--- src/inc/uisd_pkg.sv ---
// Constants for the UART interrupt status and DMA request control block.
// Assumes a 32-bit AHB-Lite register bus and a 16-entry transmit and receive FIFO outside.
package uisd_pkg;

  // Interrupt sources and register widths.
  localparam int unsigned SRC_W    = 11;
  localparam int unsigned REG_W    = 16;
  localparam int unsigned DMA_W    = 3;
  localparam int unsigned BUS_W    = 32;
  localparam int unsigned OFS_W    = 8;

  // Register byte offsets.
  localparam logic [7:0] OFS_MASK   = 8'h00;
  localparam logic [7:0] OFS_RAW    = 8'h04;
  localparam logic [7:0] OFS_MASKED = 8'h08;
  localparam logic [7:0] OFS_CLEAR  = 8'h0C;
  localparam logic [7:0] OFS_DMA    = 8'h10;

  // Status, mask and clear bit positions, identical in all four registers.
  localparam int unsigned BIT_OVERRUN = 10;
  localparam int unsigned BIT_BREAK   = 9;
  localparam int unsigned BIT_PARITY  = 8;
  localparam int unsigned BIT_FRAMING = 7;
  localparam int unsigned BIT_TIMEOUT = 6;
  localparam int unsigned BIT_TX      = 5;
  localparam int unsigned BIT_RX      = 4;
  localparam int unsigned BIT_DSR     = 3;
  localparam int unsigned BIT_DCD     = 2;
  localparam int unsigned BIT_CTS     = 1;
  localparam int unsigned BIT_RING    = 0;
  localparam int unsigned ERR_HI      = 10;
  localparam int unsigned ERR_LO      = 7;

  // DMA control bit positions.
  localparam int unsigned DMA_RX_EN    = 0;
  localparam int unsigned DMA_TX_EN    = 1;
  localparam int unsigned DMA_STOP_ERR = 2;

  // Values after reset.
  localparam logic [SRC_W-1:0] RST_STATUS = 11'h000;
  localparam logic [SRC_W-1:0] RST_MASK   = 11'h000;
  localparam logic [DMA_W-1:0] RST_DMA    = 3'h0;

  // FIFO fill level and trigger selection.
  localparam int unsigned LVL_W = 5;
  localparam int unsigned SEL_W = 3;
  localparam logic [LVL_W-1:0] THR_1_8 = 5'h02;
  localparam logic [LVL_W-1:0] THR_1_4 = 5'h04;
  localparam logic [LVL_W-1:0] THR_1_2 = 5'h08;
  localparam logic [LVL_W-1:0] THR_3_4 = 5'h0C;
  localparam logic [LVL_W-1:0] THR_7_8 = 5'h0E;

  // AHB-Lite encodings.
  localparam logic [1:0] HTRANS_NONSEQ = 2'h2;
  localparam logic       HRESP_OKAY    = 1'h0;

endpackage

--- src/inc/uisd_evt_if.sv ---
// Carrier for the interrupt set events between the event detector and the register block.
// Assumes both ends run on the same register clock.
`timescale 1ns/10ps
interface uisd_evt_if;
  logic [uisd_pkg::SRC_W-1:0] setEvt;
  modport src  (output setEvt);
  modport sink (input  setEvt);
endinterface

--- src/uisd_evt_detect.sv ---
// Turns UART source pulses, FIFO fill levels and modem lines into one-cycle set events.
// Assumes all inputs are synchronous to ref_clk.
`timescale 1ns/10ps
module uisd_evt_detect (
  input  wire logic                      ref_clk,         // Register clock.
  input  wire logic                      reset_n,         // Synchronous reset, low.
  input  wire logic                      overrunIrq,      // Overrun error pulse.
  input  wire logic                      breakIrq,        // Break error pulse.
  input  wire logic                      parityIrq,       // Parity error pulse.
  input  wire logic                      framingIrq,      // Framing error pulse.
  input  wire logic                      rxTimeoutIrq,    // Receive timeout pulse.
  input  wire logic [uisd_pkg::LVL_W-1:0] txFifoLevel,    // Transmit FIFO fill level.
  input  wire logic [uisd_pkg::LVL_W-1:0] rxFifoLevel,    // Receive FIFO fill level.
  input  wire logic [uisd_pkg::SEL_W-1:0] txLevelSel,     // Transmit trigger select.
  input  wire logic [uisd_pkg::SEL_W-1:0] rxLevelSel,     // Receive trigger select.
  input  wire logic                      dataSetReady_n,  // Modem data set ready, low.
  input  wire logic                      carrierDetect_n, // Modem carrier detect, low.
  input  wire logic                      clearToSend_n,   // Modem clear to send, low.
  input  wire logic                      ringIndicator_n, // Modem ring indicator, low.
  uisd_evt_if.src                        evt              // Set events out.
);

  logic [uisd_pkg::LVL_W-1:0] txPrev_q;
  logic [uisd_pkg::LVL_W-1:0] rxPrev_q;
  logic [3:0]                 modemPrev_q;
  logic [3:0]                 modemNow;
  logic [uisd_pkg::LVL_W-1:0] txThr;
  logic [uisd_pkg::LVL_W-1:0] rxThr;
  logic                       txCross;
  logic                       rxCross;

  // Reserved select codes fall back to the half-way mark rather than never triggering.
  function automatic logic [uisd_pkg::LVL_W-1:0] levelThr(input logic [uisd_pkg::SEL_W-1:0] s);
    case (s)
      3'h0:    levelThr = uisd_pkg::THR_1_8;
      3'h1:    levelThr = uisd_pkg::THR_1_4;
      3'h2:    levelThr = uisd_pkg::THR_1_2;
      3'h3:    levelThr = uisd_pkg::THR_3_4;
      3'h4:    levelThr = uisd_pkg::THR_7_8;
      default: levelThr = uisd_pkg::THR_1_2;
    endcase
  endfunction

  assign txThr    = levelThr(txLevelSel);
  assign rxThr    = levelThr(rxLevelSel);
  assign modemNow = {dataSetReady_n, carrierDetect_n, clearToSend_n, ringIndicator_n};

  // Previous levels are loaded during reset too, so release gives no false crossing.
  always_ff @(posedge ref_clk) begin
    txPrev_q    <= txFifoLevel;
    rxPrev_q    <= rxFifoLevel;
    modemPrev_q <= modemNow;
  end

  assign txCross = (txPrev_q > txThr) && (txFifoLevel <= txThr);
  assign rxCross = (rxPrev_q < rxThr) && (rxFifoLevel >= rxThr);

  always_comb begin
    evt.setEvt                        = '0;
    evt.setEvt[uisd_pkg::BIT_OVERRUN] = overrunIrq;
    evt.setEvt[uisd_pkg::BIT_BREAK]   = breakIrq;
    evt.setEvt[uisd_pkg::BIT_PARITY]  = parityIrq;
    evt.setEvt[uisd_pkg::BIT_FRAMING] = framingIrq;
    evt.setEvt[uisd_pkg::BIT_TIMEOUT] = rxTimeoutIrq;
    evt.setEvt[uisd_pkg::BIT_TX]      = txCross;
    evt.setEvt[uisd_pkg::BIT_RX]      = rxCross;
    evt.setEvt[uisd_pkg::BIT_DSR:uisd_pkg::BIT_RING] = (modemNow ^ modemPrev_q) & {4{reset_n}};
  end

endmodule // uisd_evt_detect

--- src/uisd_top.sv ---
// UART interrupt status, interrupt clear and DMA request control with an AHB-Lite slave.
// Assumes a single AHB-Lite master doing word transfers and a DMA controller on the requests.
//
// Contract
// - Raw status is read-only, shows unmasked sources, writes change nothing.
// - Reset clears all status bits 10 to 0, modem bits 3 to 0 included.
// - Raw bits: 10 overrun, 9 break, 8 parity, 7 framing, 6 timeout, 5..0 others.
// - Masked status is read-only, raw state after masking, writes have no effect.
// - Masked status uses the same bit positions as raw status.
// - Clear register is write-only; one clears an interrupt, zero leaves it.
// - Clear bits map exactly like status bits 10 down to 0.
// - Unused DMA control bits 15 to 3 read zero; software writes them unchanged.
// - DMA control is read/write and resets to all zeros.
// - With stop-on-error set, receive DMA requests are held off during an error interrupt.
// - Transmit DMA requests pass only while transmit DMA enable is one.
// - Receive DMA requests pass only while receive DMA enable is one.
// - Mask one passes the raw interrupt to masked status; mask resets to zero.
// - FIFO interrupts fire when the fill level passes through the trigger level.
`timescale 1ns/10ps
module uisd_top (
  input  wire logic                       ref_clk,               // Register clock, 125 MHz.
  input  wire logic                       reset_n,               // Synchronous reset, low.
  // AHB-Lite slave.
  input  wire logic                       hsel,                  // Slave select.
  input  wire logic [uisd_pkg::BUS_W-1:0] haddr,                 // Byte address.
  input  wire logic [1:0]                 htrans,                // Transfer type.
  input  wire logic                       hwrite,                // Write when high.
  input  wire logic [2:0]                 hsize,                 // Transfer size, word only.
  input  wire logic [uisd_pkg::BUS_W-1:0] hwdata,                // Write data.
  input  wire logic                       hready,                // Bus ready in.
  output      logic                       hreadyout,             // Slave ready out.
  output      logic                       hresp,                 // Always OKAY.
  output      logic [uisd_pkg::BUS_W-1:0] hrdata,                // Read data, registered.
  // Interrupt sources.
  input  wire logic                       overrunIrq,            // Overrun error pulse.
  input  wire logic                       breakIrq,              // Break error pulse.
  input  wire logic                       parityIrq,             // Parity error pulse.
  input  wire logic                       framingIrq,            // Framing error pulse.
  input  wire logic                       rxTimeoutIrq,          // Receive timeout pulse.
  input  wire logic [uisd_pkg::LVL_W-1:0] txFifoLevel,           // Transmit FIFO level.
  input  wire logic [uisd_pkg::LVL_W-1:0] rxFifoLevel,           // Receive FIFO level.
  input  wire logic [uisd_pkg::SEL_W-1:0] txLevelSel,            // Transmit trigger select.
  input  wire logic [uisd_pkg::SEL_W-1:0] rxLevelSel,            // Receive trigger select.
  input  wire logic                       dataSetReady_n,        // Modem DSR, low.
  input  wire logic                       carrierDetect_n,       // Modem DCD, low.
  input  wire logic                       clearToSend_n,         // Modem CTS, low.
  input  wire logic                       ringIndicator_n,       // Modem ring, low.
  // Masked interrupt lines toward the interrupt controller.
  output      logic [uisd_pkg::SRC_W-1:0] maskedIrq,             // Masked sources, registered.
  // DMA requests from the FIFO logic and gated requests out.
  input  wire logic                       txFifoSingleReq,       // Raw transmit single.
  input  wire logic                       txFifoBurstReq,        // Raw transmit burst.
  input  wire logic                       rxFifoSingleReq,       // Raw receive single.
  input  wire logic                       rxFifoBurstReq,        // Raw receive burst.
  output      logic                       txDmaSingleRequest,    // Gated transmit single.
  output      logic                       txDmaBurstRequest,     // Gated transmit burst.
  output      logic                       rxDmaSingleRequest,    // Gated receive single.
  output      logic                       rxDmaBurstRequest      // Gated receive burst.
);

  // ---- Source events.

  uisd_evt_if evtBus ();

  uisd_evt_detect u_evt (
    .ref_clk         (ref_clk),
    .reset_n         (reset_n),
    .overrunIrq      (overrunIrq),
    .breakIrq        (breakIrq),
    .parityIrq       (parityIrq),
    .framingIrq      (framingIrq),
    .rxTimeoutIrq    (rxTimeoutIrq),
    .txFifoLevel     (txFifoLevel),
    .rxFifoLevel     (rxFifoLevel),
    .txLevelSel      (txLevelSel),
    .rxLevelSel      (rxLevelSel),
    .dataSetReady_n  (dataSetReady_n),
    .carrierDetect_n (carrierDetect_n),
    .clearToSend_n   (clearToSend_n),
    .ringIndicator_n (ringIndicator_n),
    .evt             (evtBus)
  );

  // ---- AHB-Lite slave.

  logic                       addrPhase;
  logic                       phValid_q;
  logic                       phWrite_q;
  logic                       phWord_q;
  logic [uisd_pkg::OFS_W-1:0] phAddr_q;
  logic                       rdWait_q;
  logic [uisd_pkg::BUS_W-1:0] hrdata_q;
  logic                       regWrite;
  logic [uisd_pkg::REG_W-1:0] wrData;
  logic [uisd_pkg::REG_W-1:0] readWord;

  assign addrPhase = hsel && hready && (htrans == uisd_pkg::HTRANS_NONSEQ);

  // Address phase is captured on the edge where the bus is ready.
  always_ff @(posedge ref_clk) begin
    if (!reset_n) begin
      phValid_q <= 1'b0;
      phWrite_q <= 1'b0;
      phWord_q  <= 1'b0;
      phAddr_q  <= '0;
    end else if (hreadyout) begin
      phValid_q <= addrPhase;
      phWrite_q <= hwrite;
      phWord_q  <= (hsize == 3'h2) && (haddr[1:0] == 2'h0);
      phAddr_q  <= haddr[uisd_pkg::OFS_W-1:0];
    end
  end

  // Reads take one wait state so the returned word reflects a write just before it.
  always_ff @(posedge ref_clk) begin
    if (!reset_n) begin
      rdWait_q <= 1'b0;
    end else if (rdWait_q) begin
      rdWait_q <= 1'b0;
    end else begin
      rdWait_q <= addrPhase && !hwrite;
    end
  end

  always_ff @(posedge ref_clk) begin
    if (!reset_n) begin
      hrdata_q <= '0;
    end else if (rdWait_q) begin
      hrdata_q <= {16'h0000, readWord};
    end
  end

  assign hreadyout = !rdWait_q;
  assign hresp     = uisd_pkg::HRESP_OKAY;
  assign hrdata    = hrdata_q;

  // Writes commit at the end of a zero-wait data phase; sub-word writes are dropped.
  assign regWrite = phValid_q && phWrite_q && phWord_q;
  assign wrData   = hwdata[uisd_pkg::REG_W-1:0];

  // ---- Registers.

  logic [uisd_pkg::SRC_W-1:0] rawStatus_q;
  logic [uisd_pkg::SRC_W-1:0] mask_q;
  logic [uisd_pkg::DMA_W-1:0] dmaCtrl_q;
  logic [uisd_pkg::SRC_W-1:0] maskedStatus;
  logic [uisd_pkg::SRC_W-1:0] clearHit;
  logic                       errorActive;

  // Only the clear register write produces clear strobes; raw and masked writes do nothing.
  assign clearHit = (regWrite && (phAddr_q == uisd_pkg::OFS_CLEAR)) ?
                    wrData[uisd_pkg::SRC_W-1:0] : '0;

  // Event wins over a clear in the same cycle so no interrupt is lost.
  genvar gi;
  generate
    for (gi = 0; gi < uisd_pkg::SRC_W; gi++) begin : g_raw
      always_ff @(posedge ref_clk) begin
        if (!reset_n) begin
          rawStatus_q[gi] <= uisd_pkg::RST_STATUS[gi];
        end else if (evtBus.setEvt[gi]) begin
          rawStatus_q[gi] <= 1'b1;
        end else if (clearHit[gi]) begin
          rawStatus_q[gi] <= 1'b0;
        end
      end
    end
  endgenerate

  always_ff @(posedge ref_clk) begin
    if (!reset_n) begin
      mask_q <= uisd_pkg::RST_MASK;
    end else if (regWrite && (phAddr_q == uisd_pkg::OFS_MASK)) begin
      mask_q <= wrData[uisd_pkg::SRC_W-1:0];
    end
  end

  always_ff @(posedge ref_clk) begin
    if (!reset_n) begin
      dmaCtrl_q <= uisd_pkg::RST_DMA;
    end else if (regWrite && (phAddr_q == uisd_pkg::OFS_DMA)) begin
      dmaCtrl_q <= wrData[uisd_pkg::DMA_W-1:0];
    end
  end

  assign maskedStatus = rawStatus_q & mask_q;

  always_comb begin
    readWord = '0;
    case (phAddr_q)
      uisd_pkg::OFS_MASK:   readWord = {5'h00, mask_q};
      uisd_pkg::OFS_RAW:    readWord = {5'h00, rawStatus_q};
      uisd_pkg::OFS_MASKED: readWord = {5'h00, maskedStatus};
      uisd_pkg::OFS_DMA:    readWord = {13'h0000, dmaCtrl_q};
      default:              readWord = '0;
    endcase
  end

  // ---- Masked interrupt lines.

  logic [uisd_pkg::SRC_W-1:0] maskedIrq_q;

  always_ff @(posedge ref_clk) begin
    if (!reset_n) begin
      maskedIrq_q <= '0;
    end else begin
      maskedIrq_q <= maskedStatus;
    end
  end

  assign maskedIrq = maskedIrq_q;

  // ---- DMA request gating.

  logic txDmaSingle_q;
  logic txDmaBurst_q;
  logic rxDmaSingle_q;
  logic rxDmaBurst_q;
  logic rxDmaAllow;

  // The error interrupt is the masked OR of overrun, break, parity and framing.
  assign errorActive = |maskedStatus[uisd_pkg::ERR_HI:uisd_pkg::ERR_LO];
  assign rxDmaAllow  = dmaCtrl_q[uisd_pkg::DMA_RX_EN] &&
                       !(dmaCtrl_q[uisd_pkg::DMA_STOP_ERR] && errorActive);

  always_ff @(posedge ref_clk) begin
    if (!reset_n) begin
      txDmaSingle_q <= 1'b0;
      txDmaBurst_q  <= 1'b0;
    end else begin
      txDmaSingle_q <= dmaCtrl_q[uisd_pkg::DMA_TX_EN] && txFifoSingleReq;
      txDmaBurst_q  <= dmaCtrl_q[uisd_pkg::DMA_TX_EN] && txFifoBurstReq;
    end
  end

  always_ff @(posedge ref_clk) begin
    if (!reset_n) begin
      rxDmaSingle_q <= 1'b0;
      rxDmaBurst_q  <= 1'b0;
    end else begin
      rxDmaSingle_q <= rxDmaAllow && rxFifoSingleReq;
      rxDmaBurst_q  <= rxDmaAllow && rxFifoBurstReq;
    end
  end

  assign txDmaSingleRequest = txDmaSingle_q;
  assign txDmaBurstRequest  = txDmaBurst_q;
  assign rxDmaSingleRequest = rxDmaSingle_q;
  assign rxDmaBurstRequest  = rxDmaBurst_q;

endmodule // uisd_top

--- config.mk ---
export PLATFORM = sky130hd
export DESIGN_NAME = uisd_top
export DESIGN_NICKNAME = d
export VERILOG_FILES = /design/src/inc/uisd_pkg.sv /design/src/inc/uisd_evt_if.sv /design/src/uisd_evt_detect.sv /design/src/uisd_top.sv
export SDC_FILE = /design/constraint.sdc
export NUM_CORES = 1
export LEC_CHECK = 0
export BUFFER_PORTS_ARGS = -buffer_cell sky130_fd_sc_hd__buf_2
export CAP_MARGIN = 10
export CORE_MARGIN = 8
export CORE_UTILIZATION = 50
export CTS_CLUSTER_DIAMETER = 120
export DETAILED_ROUTE_END_ITERATION = 7
export PLACE_DENSITY = 0.91
export RECOVER_POWER = 25
export SYNTH_ARGS = -nofsm -noshare
export SYNTH_HDL_FRONTEND = slang
export SYNTH_SLANG_ARGS = --single-unit
--- constraint.sdc ---
create_clock -name ref_clk -period 2.5 [get_ports ref_clk]
set_clock_uncertainty 0.1 [all_clocks]
set_input_delay 0.25 -clock ref_clk [delete_from_list [all_inputs] [get_ports ref_clk]]
set_output_delay 0.25 -clock ref_clk [all_outputs]
set_load 0.1 [all_outputs]
Yosys cells after proc, flatten, opt, wreduce, memory -nomap -nowiden --
Cells that the tools add are included.
Storage, ports and cells: register bits after elaboration 82, latch bits 0, RAM bits 0, ROM bits 0, output and inout port bits 49, memories kept 0
Operators by class: $add $sub $neg 0, multiply operators 0, div/mod/pow operators 0, order comparisons 4, equal/unequal tests 12, shift operators 0, mux-type cells 26, bitwise operators 4, reductions and logical operators 37
Operators with widths (number):
- $pmux 11 s4 | 1
- $pmux 4 s4 | 2
- $mux 1 | 22
- $reduce_bool 2->1 | 11
- $logic_and 1x1->1 | 17
- $eq 8x4->1 const B | 2
- $and 11x11->11 | 1
- $mux 11 | 1
- $eq 3x2->1 const B | 3
- $eq 8x3->1 const B | 1
- $eq 8x5->1 const B | 1
- $logic_not 8->1 | 1
- $eq 3x1->1 const B | 2
- $eq 3x3->1 const B | 2
- $logic_not 3->1 | 2
- $ge 5x4->1 | 1
- $gt 5x4->1 | 1
- $le 5x4->1 | 1
- $lt 5x4->1 | 1
- $and 4x4->4 | 1
- $reduce_or 4->1 | 1
- $xor 4x4->4 | 1
- $logic_not 1->1 | 3
- $eq 2x2->1 const B | 1
- 3 further kinds | 3

Longest topological paths before layout --
word-level depth 6, gate-level depth with buffers 7, depth with buffers taken out 7

Modules after synthesis --
A second synthesis with hierarchy kept.
Unflattened totals: cell total of the unflattened synthesis 361, area, all modules 3329.4 sq um
Modules (own cells, without submodules):
- uisd_top | times used 1, cells each 295, area an instance 2645.0 sq um, seq. area each 1261.2 sq um
- uisd_evt_detect | times used 1, cells each 66, area an instance 684.4 sq um, seq. area each 260.2 sq um

Worst setup path before layout --
OpenSTA, ideal clock, no wires.
kind reg-to-reg, start register rdWait_q, end register hrdata_q (netlist bit hrdata[10]), library setup time 0.069 ns, arrival time 1.714 ns, required time 2.331 ns, slack 0.617 ns, cell stages (with the launch flop) 6, period minus slack after synthesis 1.883 ns, path through dfxtp_1 > buf_6 > inv_1 > or4_1 > buf_2 > o21ai_1
RTL lines:
- start: declaration | line uisd_top.sv:91 | logic rdWait_q;
- start signal: assignment | line uisd_top.sv:121 | rdWait_q <= addrPhase && !hwrite;
- end signal: assignment | line uisd_top.sv:129 | hrdata_q <= {16'h0000, readWord};
- end: declaration | line uisd_top.sv:92 | logic [uisd_pkg::BUS_W-1:0] hrdata_q;

Worst setup path in the final report --
start register phAddr_q[3] (netlist name), end register hrdata_q (netlist bit hrdata[2])
On the way: cells in the longest elaborated chain, start to end 2, elaborated cells on any way between the ends 5, those cells by class 3 x eq/ne; 1 x mux; 1 x reduce/logical
RTL lines:
- start: declaration | line uisd_top.sv:90 | logic [uisd_pkg::OFS_W-1:0] phAddr_q;
- start signal: assignment | line uisd_top.sv:110 | phAddr_q <= haddr[uisd_pkg::OFS_W-1:0];
- $eq 8x5->1, or another cell as far along | line uisd_top.sv:190 | case (phAddr_q)
- $pmux 11 s4 (*) | line uisd_top.sv:190
Every way passes the cells marked *; elsewhere a longest branch is shown, timed or not. A chain may end at the register's enable or synchronous reset.

==> impl_metrics.py <==
metrics = {
    "synthesis": {
        "synthTopCellsByArea": "dfxtp_1 47%, mux2i_1 7.1%, buf_4 5.4%, ha_1 4.3%, nor2_1 3.5%",
        "ys_types": 44,
        "ys.flop_type": "dfxtp_1",
        "synth_commonest_cells": "76 x dfxtp_1, 30 x nor2_1, 23 x buf_4, 23 x mux2i_1, 22 x nand2_1",
        "netlist_area_mm2": 0.003226,
        "yosysTopAreaCell": "dfxtp_1",
        "synth_edf_count": 0,
        "yosysSeqAreaShare_pct": 47.17,
        "synth_async_sr_flop_share_pct": 0,
        "ys_ff_latch": 76,
        "yosysMostFrequentCell": "dfxtp_1",
        "syn_area_per_cell_um2": 9.657,
        "syn_inst": 334,
        "synthDominantCellAreaShare_pct": 47.17,
        "synth_warnings": 0,
    },
    "pwr": {
        "clockPowerShare_pct": 39.5,
        "finalPower_w": 0.002704,
        "peakVddDrop_uv": 399.2,
        "intPower_w": 0.002002,
        "comb_power_share_pct": 13.2,
        "power_density_mw_per_mm2": 670.2,
        "p_sw_share_pct": 25.99,
        "p_sw_w": 0.0007029,
        "leakage_nw": 1.935,
        "p_seq_share_pct": 47.3,
    },
    "route": {
        "wl_per_cell_um": 14.57,
        "dr.pass1.iters": 4,
        "drcViolationCount": 0,
        "drtAntennaViolNets": 0,
        "drt_iter0_markers": 87,
        "totalWireLength_um": 7563,
        "vias_per_cell": 5.141,
        "vias": 2668,
    },
    "die": {
        "ios": 152,
        "die_w_um": 96.32,
        "row_count": 29,
        "initial_utilization_pct": 51.09,
        "fp.dieH_um": 96.32,
        "coreArea_mm2": 0.006314,
        "die_area_mm2": 0.009278,
    },
    "clocking": {
        "post_cts_buffers": 0,
        "cts_buffers": 9,
        "clockBufferDepth": 2,
        "cts_repair_resize_count": 0,
        "htree_levels": 3,
        "clk_latency_ns": 0.34,
        "clock-sinks": 76,
        "cts-root-buf": "clkbuf_8",
        "hold_buffers": 19,
        "clkSlewWorstSetupHoldPaths_ns": 0.08,
        "cts_tree": "yes",
    },
    "grt": {
        "grt_max_degree": 29,
        "grt_pass1_vias": 2700,
        "grt_pass1_wl_um": 12230,
        "grt_usage_pct": 16.95,
        "antenna_found_initial": 0,
        "overflow": 0,
    },
    "timing": {
        "period_share_pct": 80.15,
        "finalSetupViolCount": 0,
        "slew_violations": 0,
        "final_hold_viol_count": 0,
        "maxSlewHeadroom_pct": 42.89,
        "tns_ns": 0,
        "fin_ws_ns": 0.4963,
        "rsz0062_at_grt": "false",
        "tightest_slew_ns": 0.8549,
        "period_minus_slack_ns": 2.004,
        "timing.hold.ws_ns": 0.03023,
        "fmax_mhz": 499.1,
    },
    "layout": {
        "instances_no_fill": 519,
        "nets": 551,
        "area_growth_syn_to_layout_pct": 25.10,
        "layout-drive-gt1-share_pct": 23.30,
        "fillCellCount": 529,
        "n_antenna_cell": 0,
    },
    "placement": {
        "io_buffers": 84,
        "place_inst": 484,
        "gp_congestion": 0.8088,
        "place_hpwl_um": 5589,
        "place_ws_ns": 0.4915,
    },
    "critical_path": {
        "cp_max_fo": 16,
        "worstSetupPathType": "reg2reg",
        "worstSetupStartpointType": "flop",
        "worstPathRequired_ns": 2.67,
        "worst_ep_arrival_time_ns": 2.18,
        "end_kind": "flop",
    },
    "flow_run": {
        "cap_violations": 0,
    },
    "hold_path": {
        "hold_path.class": "in2reg",
    },
    "status": {
        "status": "finished, final reports clean",
    },
}
==> stage by stage <==
stage | cell area, um2 | util (%)
after floorplan | 3304 | -
after global placement | 3617 | 57.29
after detailed placement | 3617 | 57.29
after CTS | 4044 | 64.05
after global routing | 4035 | 63.91
final | 4035 | 63.91
==> kinds of logic after synthesis <==
| family | synth area share [%] |
|---|---|
| AOI/OAI and AO/OA | 13.62 |
| xor gates and xnor gates | 1.086 |
| other | 0.1163 |
| muxes | 8.185 |
| DFF | 47.17 |
| adders and majority gates | 4.267 |
| buffers and inverters | 8.767 |
| and+or+nand+nor | 16.80 |
==> sequential cells by signal, summed over array words and instances (netlist names) <==
register / flops
txDmaBurstRequest: 1
u_evt.txPrev_q: 5
phValid_q: 1
rxDmaBurstRequest: 1
rawStatus_q: 11
u_evt.modemPrev_q: 4
rxDmaSingleRequest: 1
maskedIrq: 11
mask_q: 11
phWrite_q: 1
txDmaSingleRequest: 1
dmaCtrl_q: 3
u_evt.rxPrev_q: 4
rdWait_q: 1
phWord_q: 1
phAddr_q: 8
hrdata: 11
==> per-layer routing <==
metal  routed length [um]  part of all wire [%]  GRT usage, %  vias up
met4                  210                   2.8         8.827        0
li1                     -                     -             -     1342
met1                 3116                    41         18.36     1222
met5                    0                     0             0        -
met3                  505                   6.7         4.134       18
met2                 3731                    49         29.97       86
==> cell usage in the layout (no fill, tap or decap), types with 4 or more instances in the layout <==
cell / instances
o2111ai_1: 4
o21ai_1: 8
nand2b_1: 9
dlygate4sd3_1: 19
buf_2: 77
and3_1: 14
a21oi_1: 12
clkbuf_8: 12
nor2_1: 30
o21a_1: 5
a32oi_1: 8
clkbuf_1: 8
o21ai_0: 10
dfxtp_1: 76
buf_4: 4
xor2_1: 4
ha_1: 11
nand2_1: 22
conb_1: 22
inv_1: 13
mux2i_1: 23
a21boi_0: 4
a31oi_1: 5
==> critical path, cell delays in order (launching register included) <==
cell       delay, ns
dfxtp_1         0.50
nor2b_1         0.75
o2111ai_1       0.22
a21o_1          0.22
a21oi_1         0.14
==> power groups by stage <==
stage	Clock, W	Sequential (W)	Combinational [W]
2_1_floorplan	0	0.00129	0.000287
3_3_place_gp	0	0.00130	0.000322
3_5_place_dp	0	0.00131	0.000334
4_1_cts	0.00109	0.00128	0.000358
5_1_grt	0.00115	0.00128	0.000385
6_report	0.00107	0.00128	0.000357
==> worst paths after layout <==
path / from / endpoint / slack [ns] / cells past startpoint
worst max register to register: phAddr_q[3] / hrdata[2] / 0.50 / 4
worst min register to register: hrdata[4] / hrdata[4] / 0.35 / 2
worst min-delay path: hwdata[6] / rawStatus_q[6] / 0.03 / 2
worst max-delay path: phAddr_q[3] / hrdata[2] / 0.50 / 4
==> layout make-up <==
| type | count | area (um2) | area share (%) |
|---|---|---|---|
| well taps | 77 | 96.34 | 2.388 |
| flip-flops and latches | 76 | 1521 | 37.71 |
| clock inverters | 3 | 67.56 | 1.674 |
| repair buffers | 107 | 631.9 | 15.66 |
| multi-input cells | 230 | 1500 | 37.18 |
| clock buffers | 13 | 168.9 | 4.186 |
| inverters | 13 | 48.80 | 1.209 |
(Power assumes the default switching activity.)
